$ cat src/verilog/mmg_defs.svh
/*
 constants for the management-mode memory guard: field positions, fixed window,
 revision word layout and register access codes. assumes inclusion by bare name.
*/
`ifndef MMG_DEFS_SVH
`define MMG_DEFS_SVH

`define MMG_PA_W 52
`define MMG_WIN_LSB 17
`define MMG_WIN_MSB 51
`define MMG_FIX_EN_BIT 0
`define MMG_VAR_EN_BIT 1
`define MMG_FIX_LO 52'h0_0000_000A_0000
`define MMG_FIX_HI 52'h0_0000_000B_FFFF
`define MMG_REV_OFFSET 16'hFEFC
`define MMG_REV_LVL_W 16
`define MMG_REV_IO_BIT 16
`define MMG_REV_RELOC_BIT 17
`define MMG_REV_LEVEL_DEF 16'h0102 // arbitrary value
`define MMG_SEL_BASE 1'b0
`define MMG_SEL_MASK 1'b1

`endif

$ cat src/verilog/mmg_pkg.sv
/*
 types for the management-mode memory guard.
 assumes mmg_defs.svh is on the include path.
*/
`include "mmg_defs.svh"
package mmg_pkg;
	typedef logic [`MMG_PA_W-1:0] paddr_t;
	typedef enum logic {DECIDE_IDLE, DECIDE_VALID} decide_e;
endpackage : mmg_pkg

$ cat src/verilog/mmg_match_if.sv
/*
 carrier between the guard top and its window matcher.
 assumes one clock domain; purely combinational content.
*/
`timescale 1ns/1ps
`include "mmg_defs.svh"
interface mmg_match_if;
	mmg_pkg::paddr_t addr;
	mmg_pkg::paddr_t base;
	mmg_pkg::paddr_t mask;
	logic fix_hit;
	logic var_hit;
	modport top (output addr, output base, output mask, input fix_hit, input var_hit);
	modport matcher (input addr, input base, input mask, output fix_hit, output var_hit);
endinterface : mmg_match_if

$ cat src/verilog/mmg_guard.sv
/*
 management-mode memory guard: window registers, access decision, revision word.
 assumes the core presents one access request per cycle, synchronous to REF_CLK.
*/
// Contract
// - variable hit when address 51:17 masked equals base 51:17 masked
// - fixed low window is A_0000h to B_FFFFh, no register involved
// - mask bit 0 enables fixed window protection
// - mask bit 1 enables variable window protection
// - base register holds variable window base in bits 51:17
// - mask register holds variable window mask in bits 51:17
// - compare, base and mask bits above implemented width are dropped
// - revision word readable at offset FEFCh from handler memory base
// - revision bits 15:0 hold the version level
// - revision bit 16 always reads one; code reads zero in reset and until the first REF_CLK edge after it
// - revision bit 17 always reads one; code reads zero in reset and until the first REF_CLK edge after it
// - all other revision bits reserved, read zero
// - only the 64-bit save layout is used
// - registers outside the save layout are not saved automatically
`timescale 1ns/1ps
`include "mmg_defs.svh"
module mmg_guard #(
	parameter int PA_BITS = `MMG_PA_W,
	parameter logic [`MMG_REV_LVL_W-1:0] REV_LEVEL = `MMG_REV_LEVEL_DEF // arbitrary value
) (
	input wire logic REF_CLK,
	input wire logic RST_N,
	input wire logic CFG_WR,
	input wire logic CFG_SEL,
	input wire logic [63:0] CFG_WDATA,
	output logic [63:0] CFG_BASE_RDATA,
	output logic [63:0] CFG_MASK_RDATA,
	input wire logic ACC_VALID,
	input wire logic [63:0] ACC_ADDR,
	input wire logic IN_MGMT_MODE,
	input wire logic [63:0] HANDLER_MEMORY_BASE,
	output logic ACC_DONE,
	output logic ACC_IN_FIXED,
	output logic ACC_IN_VARIABLE,
	output logic ACC_BLOCKED,
	output logic ACC_REV_HIT,
	output logic [31:0] REV_WORD
);
	// ***************************************
	// window registers
	// ***************************************
	logic [PA_BITS-1:0] base_reg, base_next;
	logic [PA_BITS-1:0] mask_reg, mask_next;
	logic fix_en_reg, fix_en_next;
	logic var_en_reg, var_en_next;
	logic [PA_BITS-1:0] field_mask;

	always_comb begin
		field_mask = '0;
		for (int b = `MMG_WIN_LSB; b <= `MMG_WIN_MSB; b++) begin
			if (b < PA_BITS) begin
				field_mask[b] = 1'b1;
			end
		end
	end

	always_comb begin
		base_next = base_reg;
		mask_next = mask_reg;
		fix_en_next = fix_en_reg;
		var_en_next = var_en_reg;
		if (CFG_WR && CFG_SEL == `MMG_SEL_BASE) begin
			base_next = CFG_WDATA[PA_BITS-1:0] & field_mask;
		end
		if (CFG_WR && CFG_SEL == `MMG_SEL_MASK) begin
			mask_next = CFG_WDATA[PA_BITS-1:0] & field_mask;
			fix_en_next = CFG_WDATA[`MMG_FIX_EN_BIT];
			var_en_next = CFG_WDATA[`MMG_VAR_EN_BIT];
		end
	end

	always_ff @(posedge REF_CLK or negedge RST_N) begin
		if (!RST_N) begin
			base_reg <= '0;
			mask_reg <= '0;
			fix_en_reg <= 1'b0;
			var_en_reg <= 1'b0;
		end else begin
			base_reg <= base_next;
			mask_reg <= mask_next;
			fix_en_reg <= fix_en_next;
			var_en_reg <= var_en_next;
		end
	end

	// ***************************************
	// register read-back
	// ***************************************
	logic [63:0] base_rd_next, mask_rd_next;
	always_comb begin
		base_rd_next = '0;
		mask_rd_next = '0;
		base_rd_next[PA_BITS-1:0] = base_reg;
		mask_rd_next[PA_BITS-1:0] = mask_reg;
		mask_rd_next[`MMG_FIX_EN_BIT] = fix_en_reg;
		mask_rd_next[`MMG_VAR_EN_BIT] = var_en_reg;
	end

	// ***************************************
	// window match
	// ***************************************
	mmg_match_if mif ();
	assign mif.addr = mmg_pkg::paddr_t'(ACC_ADDR[PA_BITS-1:0]);
	assign mif.base = mmg_pkg::paddr_t'(base_reg);
	assign mif.mask = mmg_pkg::paddr_t'(mask_reg);
	mmg_window_match #(.PA_BITS(PA_BITS)) u_match (.m(mif));

	// ***************************************
	// access decision, one cycle
	// ***************************************
	mmg_pkg::decide_e st_reg, st_next;
	logic fix_q_next, var_q_next, blk_next, rev_next;
	logic fix_q_reg, var_q_reg, blk_reg, rev_hit_reg;
	logic [63:0] rev_addr;
	// only the 64-bit layout: revision word at base plus FEFCh
	assign rev_addr = HANDLER_MEMORY_BASE + 64'(`MMG_REV_OFFSET);

	always_comb begin
		st_next = ACC_VALID ? mmg_pkg::DECIDE_VALID : mmg_pkg::DECIDE_IDLE;
		fix_q_next = ACC_VALID && mif.fix_hit;
		var_q_next = ACC_VALID && mif.var_hit;
		blk_next = ACC_VALID && !IN_MGMT_MODE &&
			((mif.fix_hit && fix_en_reg) || (mif.var_hit && var_en_reg));
		rev_next = ACC_VALID && (ACC_ADDR[PA_BITS-1:2] == rev_addr[PA_BITS-1:2]);
	end

	always_ff @(posedge REF_CLK or negedge RST_N) begin
		if (!RST_N) begin
			st_reg <= mmg_pkg::DECIDE_IDLE;
			fix_q_reg <= 1'b0;
			var_q_reg <= 1'b0;
			blk_reg <= 1'b0;
			rev_hit_reg <= 1'b0;
		end else begin
			st_reg <= st_next;
			fix_q_reg <= fix_q_next;
			var_q_reg <= var_q_next;
			blk_reg <= blk_next;
			rev_hit_reg <= rev_next;
		end
	end

	// ***************************************
	// revision word, read-only, zero in reset, constant after
	// ***************************************
	logic [31:0] rev_word_next, rev_word_reg;
	always_comb begin
		rev_word_next = '0;
		rev_word_next[`MMG_REV_LVL_W-1:0] = REV_LEVEL;
		rev_word_next[`MMG_REV_IO_BIT] = 1'b1;
		rev_word_next[`MMG_REV_RELOC_BIT] = 1'b1;
	end
	// no write path exists, so writes never alter it
	always_ff @(posedge REF_CLK or negedge RST_N) begin
		if (!RST_N) begin
			rev_word_reg <= '0;
		end else begin
			// nothing else is saved or restored on mode change
			rev_word_reg <= rev_word_next;
		end
	end

	logic [63:0] base_rd_reg, mask_rd_reg;
	always_ff @(posedge REF_CLK or negedge RST_N) begin
		if (!RST_N) begin
			base_rd_reg <= '0;
			mask_rd_reg <= '0;
		end else begin
			base_rd_reg <= base_rd_next;
			mask_rd_reg <= mask_rd_next;
		end
	end

	assign CFG_BASE_RDATA = base_rd_reg;
	assign CFG_MASK_RDATA = mask_rd_reg;
	assign ACC_DONE = (st_reg == mmg_pkg::DECIDE_VALID);
	assign ACC_IN_FIXED = fix_q_reg;
	assign ACC_IN_VARIABLE = var_q_reg;
	assign ACC_BLOCKED = blk_reg;
	assign ACC_REV_HIT = rev_hit_reg;
	assign REV_WORD = rev_word_reg;

	// ***************************************
	// assertions
	// ***************************************
	a_block_fixed: assert property (@(posedge REF_CLK) disable iff (!RST_N)
		(ACC_VALID && !IN_MGMT_MODE && fix_en_reg && ACC_ADDR[PA_BITS-1:0] >= `MMG_FIX_LO
		&& ACC_ADDR[PA_BITS-1:0] <= `MMG_FIX_HI) |=> ACC_BLOCKED)
		else $error("fixed window hit not blocked");
	a_fixed_range: assert property (@(posedge REF_CLK) disable iff (!RST_N)
		(ACC_VALID && ACC_ADDR[PA_BITS-1:0] == `MMG_FIX_HI + 52'h1) |=> !ACC_IN_FIXED)
		else $error("address past fixed window flagged");
	a_mgmt_pass: assert property (@(posedge REF_CLK) disable iff (!RST_N)
		(ACC_VALID && IN_MGMT_MODE) |=> !ACC_BLOCKED)
		else $error("management mode access blocked");
	a_var_en_off: assert property (@(posedge REF_CLK) disable iff (!RST_N)
		(ACC_VALID && !var_en_reg && !mif.fix_hit) |=> !ACC_BLOCKED)
		else $error("disabled variable window blocked");
	a_var_match: assert property (@(posedge REF_CLK) disable iff (!RST_N)
		ACC_VALID |=> ACC_IN_VARIABLE == ((($past(ACC_ADDR[PA_BITS-1:0]) ^ $past(base_reg))
		& $past(mask_reg) & field_mask) == '0))
		else $error("variable window match wrong");
	a_rev_bits: assert property (@(posedge REF_CLK) disable iff (!RST_N)
		$past(RST_N) |-> (REV_WORD[17:16] == 2'b11 && REV_WORD[31:18] == '0))
		else $error("revision flag bits wrong");
	a_rev_level: assert property (@(posedge REF_CLK) disable iff (!RST_N)
		$past(RST_N) |-> REV_WORD[15:0] == REV_LEVEL)
		else $error("revision level wrong");
	a_mask_write: assert property (@(posedge REF_CLK) disable iff (!RST_N)
		(CFG_WR && CFG_SEL == `MMG_SEL_MASK) |=> ##1 (CFG_MASK_RDATA[1:0] == $past(CFG_WDATA[1:0], 2)))
		else $error("mask write not visible");
	a_base_low: assert property (@(posedge REF_CLK) disable iff (!RST_N)
		##1 CFG_BASE_RDATA[16:0] == '0)
		else $error("base low bits not zero");
	c_blocked: cover property (@(posedge REF_CLK) ACC_BLOCKED && ACC_IN_VARIABLE);
	c_fixed: cover property (@(posedge REF_CLK) ACC_BLOCKED && ACC_IN_FIXED);
	c_rev: cover property (@(posedge REF_CLK) ACC_REV_HIT);
endmodule : mmg_guard

$ cat src/verilog/mmg_window_match.sv
/*
 window matcher: fixed low window range test and masked variable window test.
 assumes addresses wider than the implemented width are already dropped.
*/
`timescale 1ns/1ps
`include "mmg_defs.svh"
module mmg_window_match #(
	parameter int PA_BITS = `MMG_PA_W
) (
	mmg_match_if.matcher m
);
	logic [PA_BITS-1:0] cmp_bits;
	genvar i;
	// per-bit masked compare, bits above width omitted
	generate
		for (i = 0; i < PA_BITS; i = i + 1) begin : g_cmp
			if (i >= `MMG_WIN_LSB && i <= `MMG_WIN_MSB) begin : g_act
				assign cmp_bits[i] = ((m.addr[i] & m.mask[i]) == (m.base[i] & m.mask[i]));
			end else begin : g_off
				assign cmp_bits[i] = 1'b1;
			end
		end
	endgenerate
	assign m.var_hit = &cmp_bits;
	assign m.fix_hit = (m.addr >= `MMG_FIX_LO) && (m.addr <= `MMG_FIX_HI);
endmodule : mmg_window_match

$ cat config.mk
export PLATFORM = sky130hd
export DESIGN_NAME = mmg_guard
export DESIGN_NICKNAME = d
export VERILOG_FILES = /design/src/verilog/mmg_pkg.sv /design/src/verilog/mmg_match_if.sv /design/src/verilog/mmg_guard.sv /design/src/verilog/mmg_window_match.sv
export VERILOG_INCLUDE_DIRS = /design/src /design/src/verilog
export SDC_FILE = /design/constraint.sdc
export NUM_CORES = 1
export LEC_CHECK = 0
export BUFFER_PORTS_ARGS = -buffer_cell sky130_fd_sc_hd__buf_2
export CORE_AREA = 3 3 141 143
export CTS_CLUSTER_DIAMETER = 100
export DETAILED_ROUTE_END_ITERATION = 8
export DIE_AREA = 0 0 144 146
export GPL_ROUTABILITY_DRIVEN = 0
export GPL_TIMING_DRIVEN = 0
export PLACE_DENSITY_LB_ADDON = 0.12
export SLEW_MARGIN = 10
export SYNTH_ARGS = -nofsm -noshare
export SYNTH_HDL_FRONTEND = slang
export SYNTH_HIERARCHICAL = 1
export SYNTH_SLANG_ARGS = --single-unit
$ cat constraint.sdc
create_clock -name REF_CLK -period 2.33 [get_ports REF_CLK]
set_clock_uncertainty 0.05 [all_clocks]
set_input_delay 0.5825 -clock REF_CLK [delete_from_list [all_inputs] [get_ports REF_CLK]]
set_output_delay 0.5825 -clock REF_CLK [all_outputs]
set_load 0.05 [all_outputs]
### Word level (Yosys, flattened, before mapping)

Cells that the tools add are included.

| storage, ports and cells | value |
|---|---|
| word-level logic and storage cells | 136 |
| output and inout bits | 165 |
| flip-flop bits (word level) | 150 |

| operators by class | value |
|---|---|
| muxes and demuxes | 1 |
| bitwise gates (word level) | 71 |
| $lt $le $gt $ge | 2 |
| equal/unequal tests | 36 |
| $add $sub $neg | 1 |
| reductions and logical operators | 13 |

Operator list:

| kind | count |
|---|---|
| 1-bit AND | 70 |
| 52-bit by 16-bit adder with 52-bit output, second input constant | 1 |
| 52-bit by 20-bit >= comparator with 1-bit output, second input constant | 1 |
| 52-bit by 20-bit less-or-equal comparator with 1-bit output, second input constant | 1 |
| 50-bit == test | 1 |
| 1-bit == test | 35 |
| 35-bit AND reduction | 1 |
| 1-bit logical AND | 10 |
| 1-bit zero test | 1 |
| 1-bit logical OR | 1 |
| 1-bit two-way mux | 1 |
| 1-bit NOT | 1 |

### Longest topological paths before layout

| logic depth | value |
|---|---|
| depth in word-level cells | 6 |
| gate-level depth with buffers | 11 |

### By module

The synthesis kept the hierarchy.

Modules (own cells, without submodules):

| module | times used | area an instance (um^2) | cells each | sequential area each (um^2) |
|---|---|---|---|---|
| mmg_guard | 1 | 7337.0 | 616 | 3753.6 |
| mmg_window_match | 1 | 583.1 | 70 | 0.0 |

### Worst setup path after synthesis

No wires, ideal clock.

| path | value |
|---|---|
| path type | input to register |
| from | input port HANDLER_MEMORY_BASE[9] |
| to | register rev_hit_reg, in the netlist ACC_REV_HIT |
| setup time | 67 ps |
| cell stages on the path | 9 |
| path slack | -515 ps |
| path buffers | 1 |
| arrival time | 2728 ps |
| path through | or4_4 -> nor4_4 -> buf_6 -> a21oi_1 -> xnor2_1 -> a311oi_1 -> nand4_1 -> nor4_2 -> o2111a_1 |

| between the ends | value |
|---|---|
| cells in the longest elaborated chain, start to end | 3 |

RTL lines:

| item | RTL line | source |
|---|---|---|
| start: declaration | mmg_guard.sv:36 | `input wire logic [63:0] HANDLER_MEMORY_BASE,` |
| 52-bit by 16-bit adder with 52-bit output | mmg_guard.sv:121 | `` assign rev_addr = HANDLER_MEMORY_BASE + 64'(`MMG_REV_OFFSET); `` |
| 50-bit == test | mmg_guard.sv:129 | `rev_next = ACC_VALID && (ACC_ADDR[PA_BITS-1:2] == rev_addr[PA_BITS-1:2]);` |
| 1-bit logical AND | mmg_guard.sv:129 |  |
| net rev_next | mmg_guard.sv:117 | `logic fix_q_next, var_q_next, blk_next, rev_next;` |
| end signal: assignment | mmg_guard.sv:144 | `rev_hit_reg <= rev_next;` |
| end: declaration | mmg_guard.sv:118 | `logic fix_q_reg, var_q_reg, blk_reg, rev_hit_reg;` |

The timed path passes the listed nets, and every way through them passes these cells.
A chain may end at the register's enable or synchronous reset.

### Final worst setup path

| path | value |
|---|---|
| from | input port HANDLER_MEMORY_BASE[3] |
| to | register rev_hit_reg, in the netlist ACC_REV_HIT |

Same word-level chain as after synthesis.

==> metrics.md <==
| Metric | Value |
|---|---|
| Crit path cell chain | `buf_4 -> inv_2 -> ha_4 -> or3b_4 -> nor4_4 -> o31ai_4 -> nor4_2 -> o21bai_1 -> a221o_1 -> nor4_4 -> o2111a_1` |
| Register area share after synthesis | `0.474` |
| Clock transition at the registers of the reported paths | `about 60 ps` |
| Vias | `6487` |
| CORE AREA | `18700 sq um` |
| Largest net degree at the start of global routing | `111` |
| WL per Instance | `around 19 microns` |
| Root buf cell | `clkbuf_16` |
| Chip width | `144 microns` |
| Post-Syn Instances | `686` |
| Synth async-reset ratio | `1.00` |
| Vias/cell | `5.02` |
| Maximum vdd drop | `0.503 mV` |
| Post-synth EDFFs | `0` |
| # fillers | `1641` |
| GR Util All Layers | `0.226` |
| I/O Buffers | `around 220` |
| Vias in the first global route | `6254` |
| Routed wire length | `approximately 24000 microns` |
| DRC Markers | `0` |
| CTS tree | `done` |
| Full die area | `21000 sq um` |
| Total congestion overflow | `0` |
| Final Hold Fails | `0` |
| Synth unique cells | `67` |
| Crit end category | `register` |
| DRT Pass-1 Iters | `5` |
| Clk buf depth | `2` |
| R2R Setup Slk | `160 ps` |
| H-tree lvl count | `4` |
| Fin crit share | `1.18` |
| Register area | `between 3000 and 4000 sq um` |
| Worst-Margin Slew | `948 ps` |
| HPWL Detailed | `around 19000 microns` |
| Most common cell after layout, fill and taps aside | `buf_2` |
| Final ANT Viol Nets | `0` |
| CP required | `2630 ps` |
| Failing checks | `negative setup slack` |
| Share of layout cells above drive strength 1 | `0.465` |
| Synth-to-layout area growth | `37.1%` |
| Initial Util | `0.423` |
| Post-Syn Area | `7920 sq um` |
| Syn_area_per_cell | `approximately 12 sq um` |
| Relative slew slack | `0.368` |
| Critical path's slowest cell | `a221o_1` |
| Std-Cell Rows | `50` |
| Initial antenna violation count | `8` |
| Layout net count | `1241` |
| Most frequent cells in the layout | `buf_2 (211), dfrtp_1 (150), buf_4 (122)` |
| CTS buffer count | `17` |
| Lkg Pwr | `~5 nW` |
| Setup_tns | `-424 ps` |
| Worst Path Max Fanout | `5` |
| Synth Flop Type | `dfrtp_1` |
| Top delay family on crit path | `simple AND/OR/NAND/NOR gates` |
| RSZ-0062 raised after global routing | `true` |
| Placement Setup Slack | `-1370 ps` |
| Multi-input gate area in the final layout | `3970 sq um` |
| Worst-Skew Late Latency | `420 ps` |
| Crit path time final | `2750 ps` |
| TritonCTS sink count | `150` |
| Crit path arrival time | `3060 ps` |
| Largest register FFs | `37` |
| Status | `finished with violations` |
| Final slew viol count | `0` |
| Die height | `~150 microns` |
| Min-Delay Path Class | `in2reg` |
| Final worst setup slack | `-424 ps` |
| Most frequent CP cell | `nor4_4` |
| Ys Warns | `6` |
| Pwr Total | `8.31 mW` |
| Startpoint Class | `input port` |
| First-pass GRT wire length | `approximately 36000 microns` |
| Power density cells | `765 nW/um^2` |
| Yosys reg bits | `150` |
| I/O pins | `363` |
| Fmax | `363 MHz` |
| 1st-iter DRT viols | `346` |
| WS Path Type | `in2reg` |
| Max incr delay on CP | `~400 ps` |
| Max_cap viols | `0` |
| Final setup viols | `1` |
| CP Buf/Inv Count | `2` |
==> cell usage after synthesis, types with 4 or more instances <==
| library cell | number | area share |
|---|---|---|
| o2111ai_1 | 4 | 0.0044 |
| nor4_1 | 16 | 0.013 |
| mux2_2 | 73 | 0.10 |
| nand3_1 | 15 | 0.0095 |
| a211oi_1 | 7 | 0.0066 |
| o211ai_1 | 5 | 0.0047 |
| nand4_1 | 14 | 0.011 |
| clkbuf_1 | 5 | 0.0024 |
| buf_4 | 87 | 0.082 |
| a22oi_1 | 8 | 0.0076 |
| nor3_1 | 12 | 0.0076 |
| a2111oi_0 | 5 | 0.0055 |
| dfrtp_1 | 150 | 0.47 |
| a22o_1 | 5 | 0.0055 |
| xnor2_1 | 50 | 0.055 |
| nand2_1 | 26 | 0.012 |
| o21ai_0 | 10 | 0.0063 |
| a21oi_1 | 18 | 0.011 |
| a221oi_2 | 4 | 0.0076 |
| and3_1 | 6 | 0.0047 |
| inv_1 | 10 | 0.0047 |
| nor2_1 | 22 | 0.010 |
| mux2i_1 | 8 | 0.010 |
| xor2_1 | 54 | 0.060 |
==> power breakdown <==
| part | leakage (nW) | internal (mW) | switching, mW |
|---|---|---|---|
| clock | 0.278 | 1.64 | 1.09 |
| combinational | 3.00 | 0.749 | 1.65 |
| sequential | 1.77 | 2.98 | 0.207 |
| total | 5.05 | 5.36 | 2.94 |
==> final timing paths <==
path / startpoint / endpoint / cells after the start
setup / recovery: HANDLER_MEMORY_BASE[3] / ACC_REV_HIT / 11
hold / removal: IN_MGMT_MODE / ACC_BLOCKED / 2
setup reg to reg: base_reg[19] / ACC_BLOCKED / 8
hold reg to reg: mask_reg[43] / CFG_MASK_RDATA[43] / 0
max in group asynchronous: RST_N / CFG_MASK_RDATA[31] / 3
min in group asynchronous: RST_N / CFG_BASE_RDATA[35] / 2
==> kinds of logic after synthesis <==
family          share of synthesized area
flops                               0.474
simple gates                        0.105
buf+inv                            0.0957
xor+xnor                            0.115
compound gates                     0.0935
mux                                 0.114
other cells                      0.000948
fa+ha+maj                         0.00158
==> final cells by class <==
cell class | instances | area share
flip-flops and latches | 150 | 0.346
multi-input cells | 509 | 0.366
diodes | 3 | 0.000691
clock buffers | 22 | 0.0427
clock inverters | 10 | 0.0109
well taps | 234 | 0.0270
plain buffers | 98 | 0.0660
repair buffers | 256 | 0.138
inverters | 10 | 0.00346
==> what timing repair did <==
item / 4_1_cts / 5_1_grt
cloned: 1 / 0
buffers inserted: 14 / 17
pin swaps: 11 / 21
resized for setup: 26 / 46
endpoints found under the hold margin: 40 / 0
setup endpoints to repair: 1 / 1
hold buffers: 1 / 0
==> metrics by stage <==
stage	hold WS (ps)	cells	util	area, sq um
final	257	1292	0.581	10900
after global routing	240	1292	0.581	10900
after CTS	244	1273	0.563	10500
after detailed placement	332	1226	0.517	9670
after global placement	330	1225	0.515	9640
after floorplan	237	769	-	8230
==> routing by layer <==
layer | vias to the layer above | track usage | part of all wire | wire length, microns
met4 | 10 | 0.0692 | 0.021 | 522
met3 | 45 | 0.0858 | 0.096 | 2340
met5 | - | 0 | 0.0022 | 53
met2 | 293 | 0.347 | 0.47 | 11500
li1 | 3018 | - | - | -
met1 | 3121 | 0.295 | 0.41 | 9950
(Power assumes the default switching activity.)
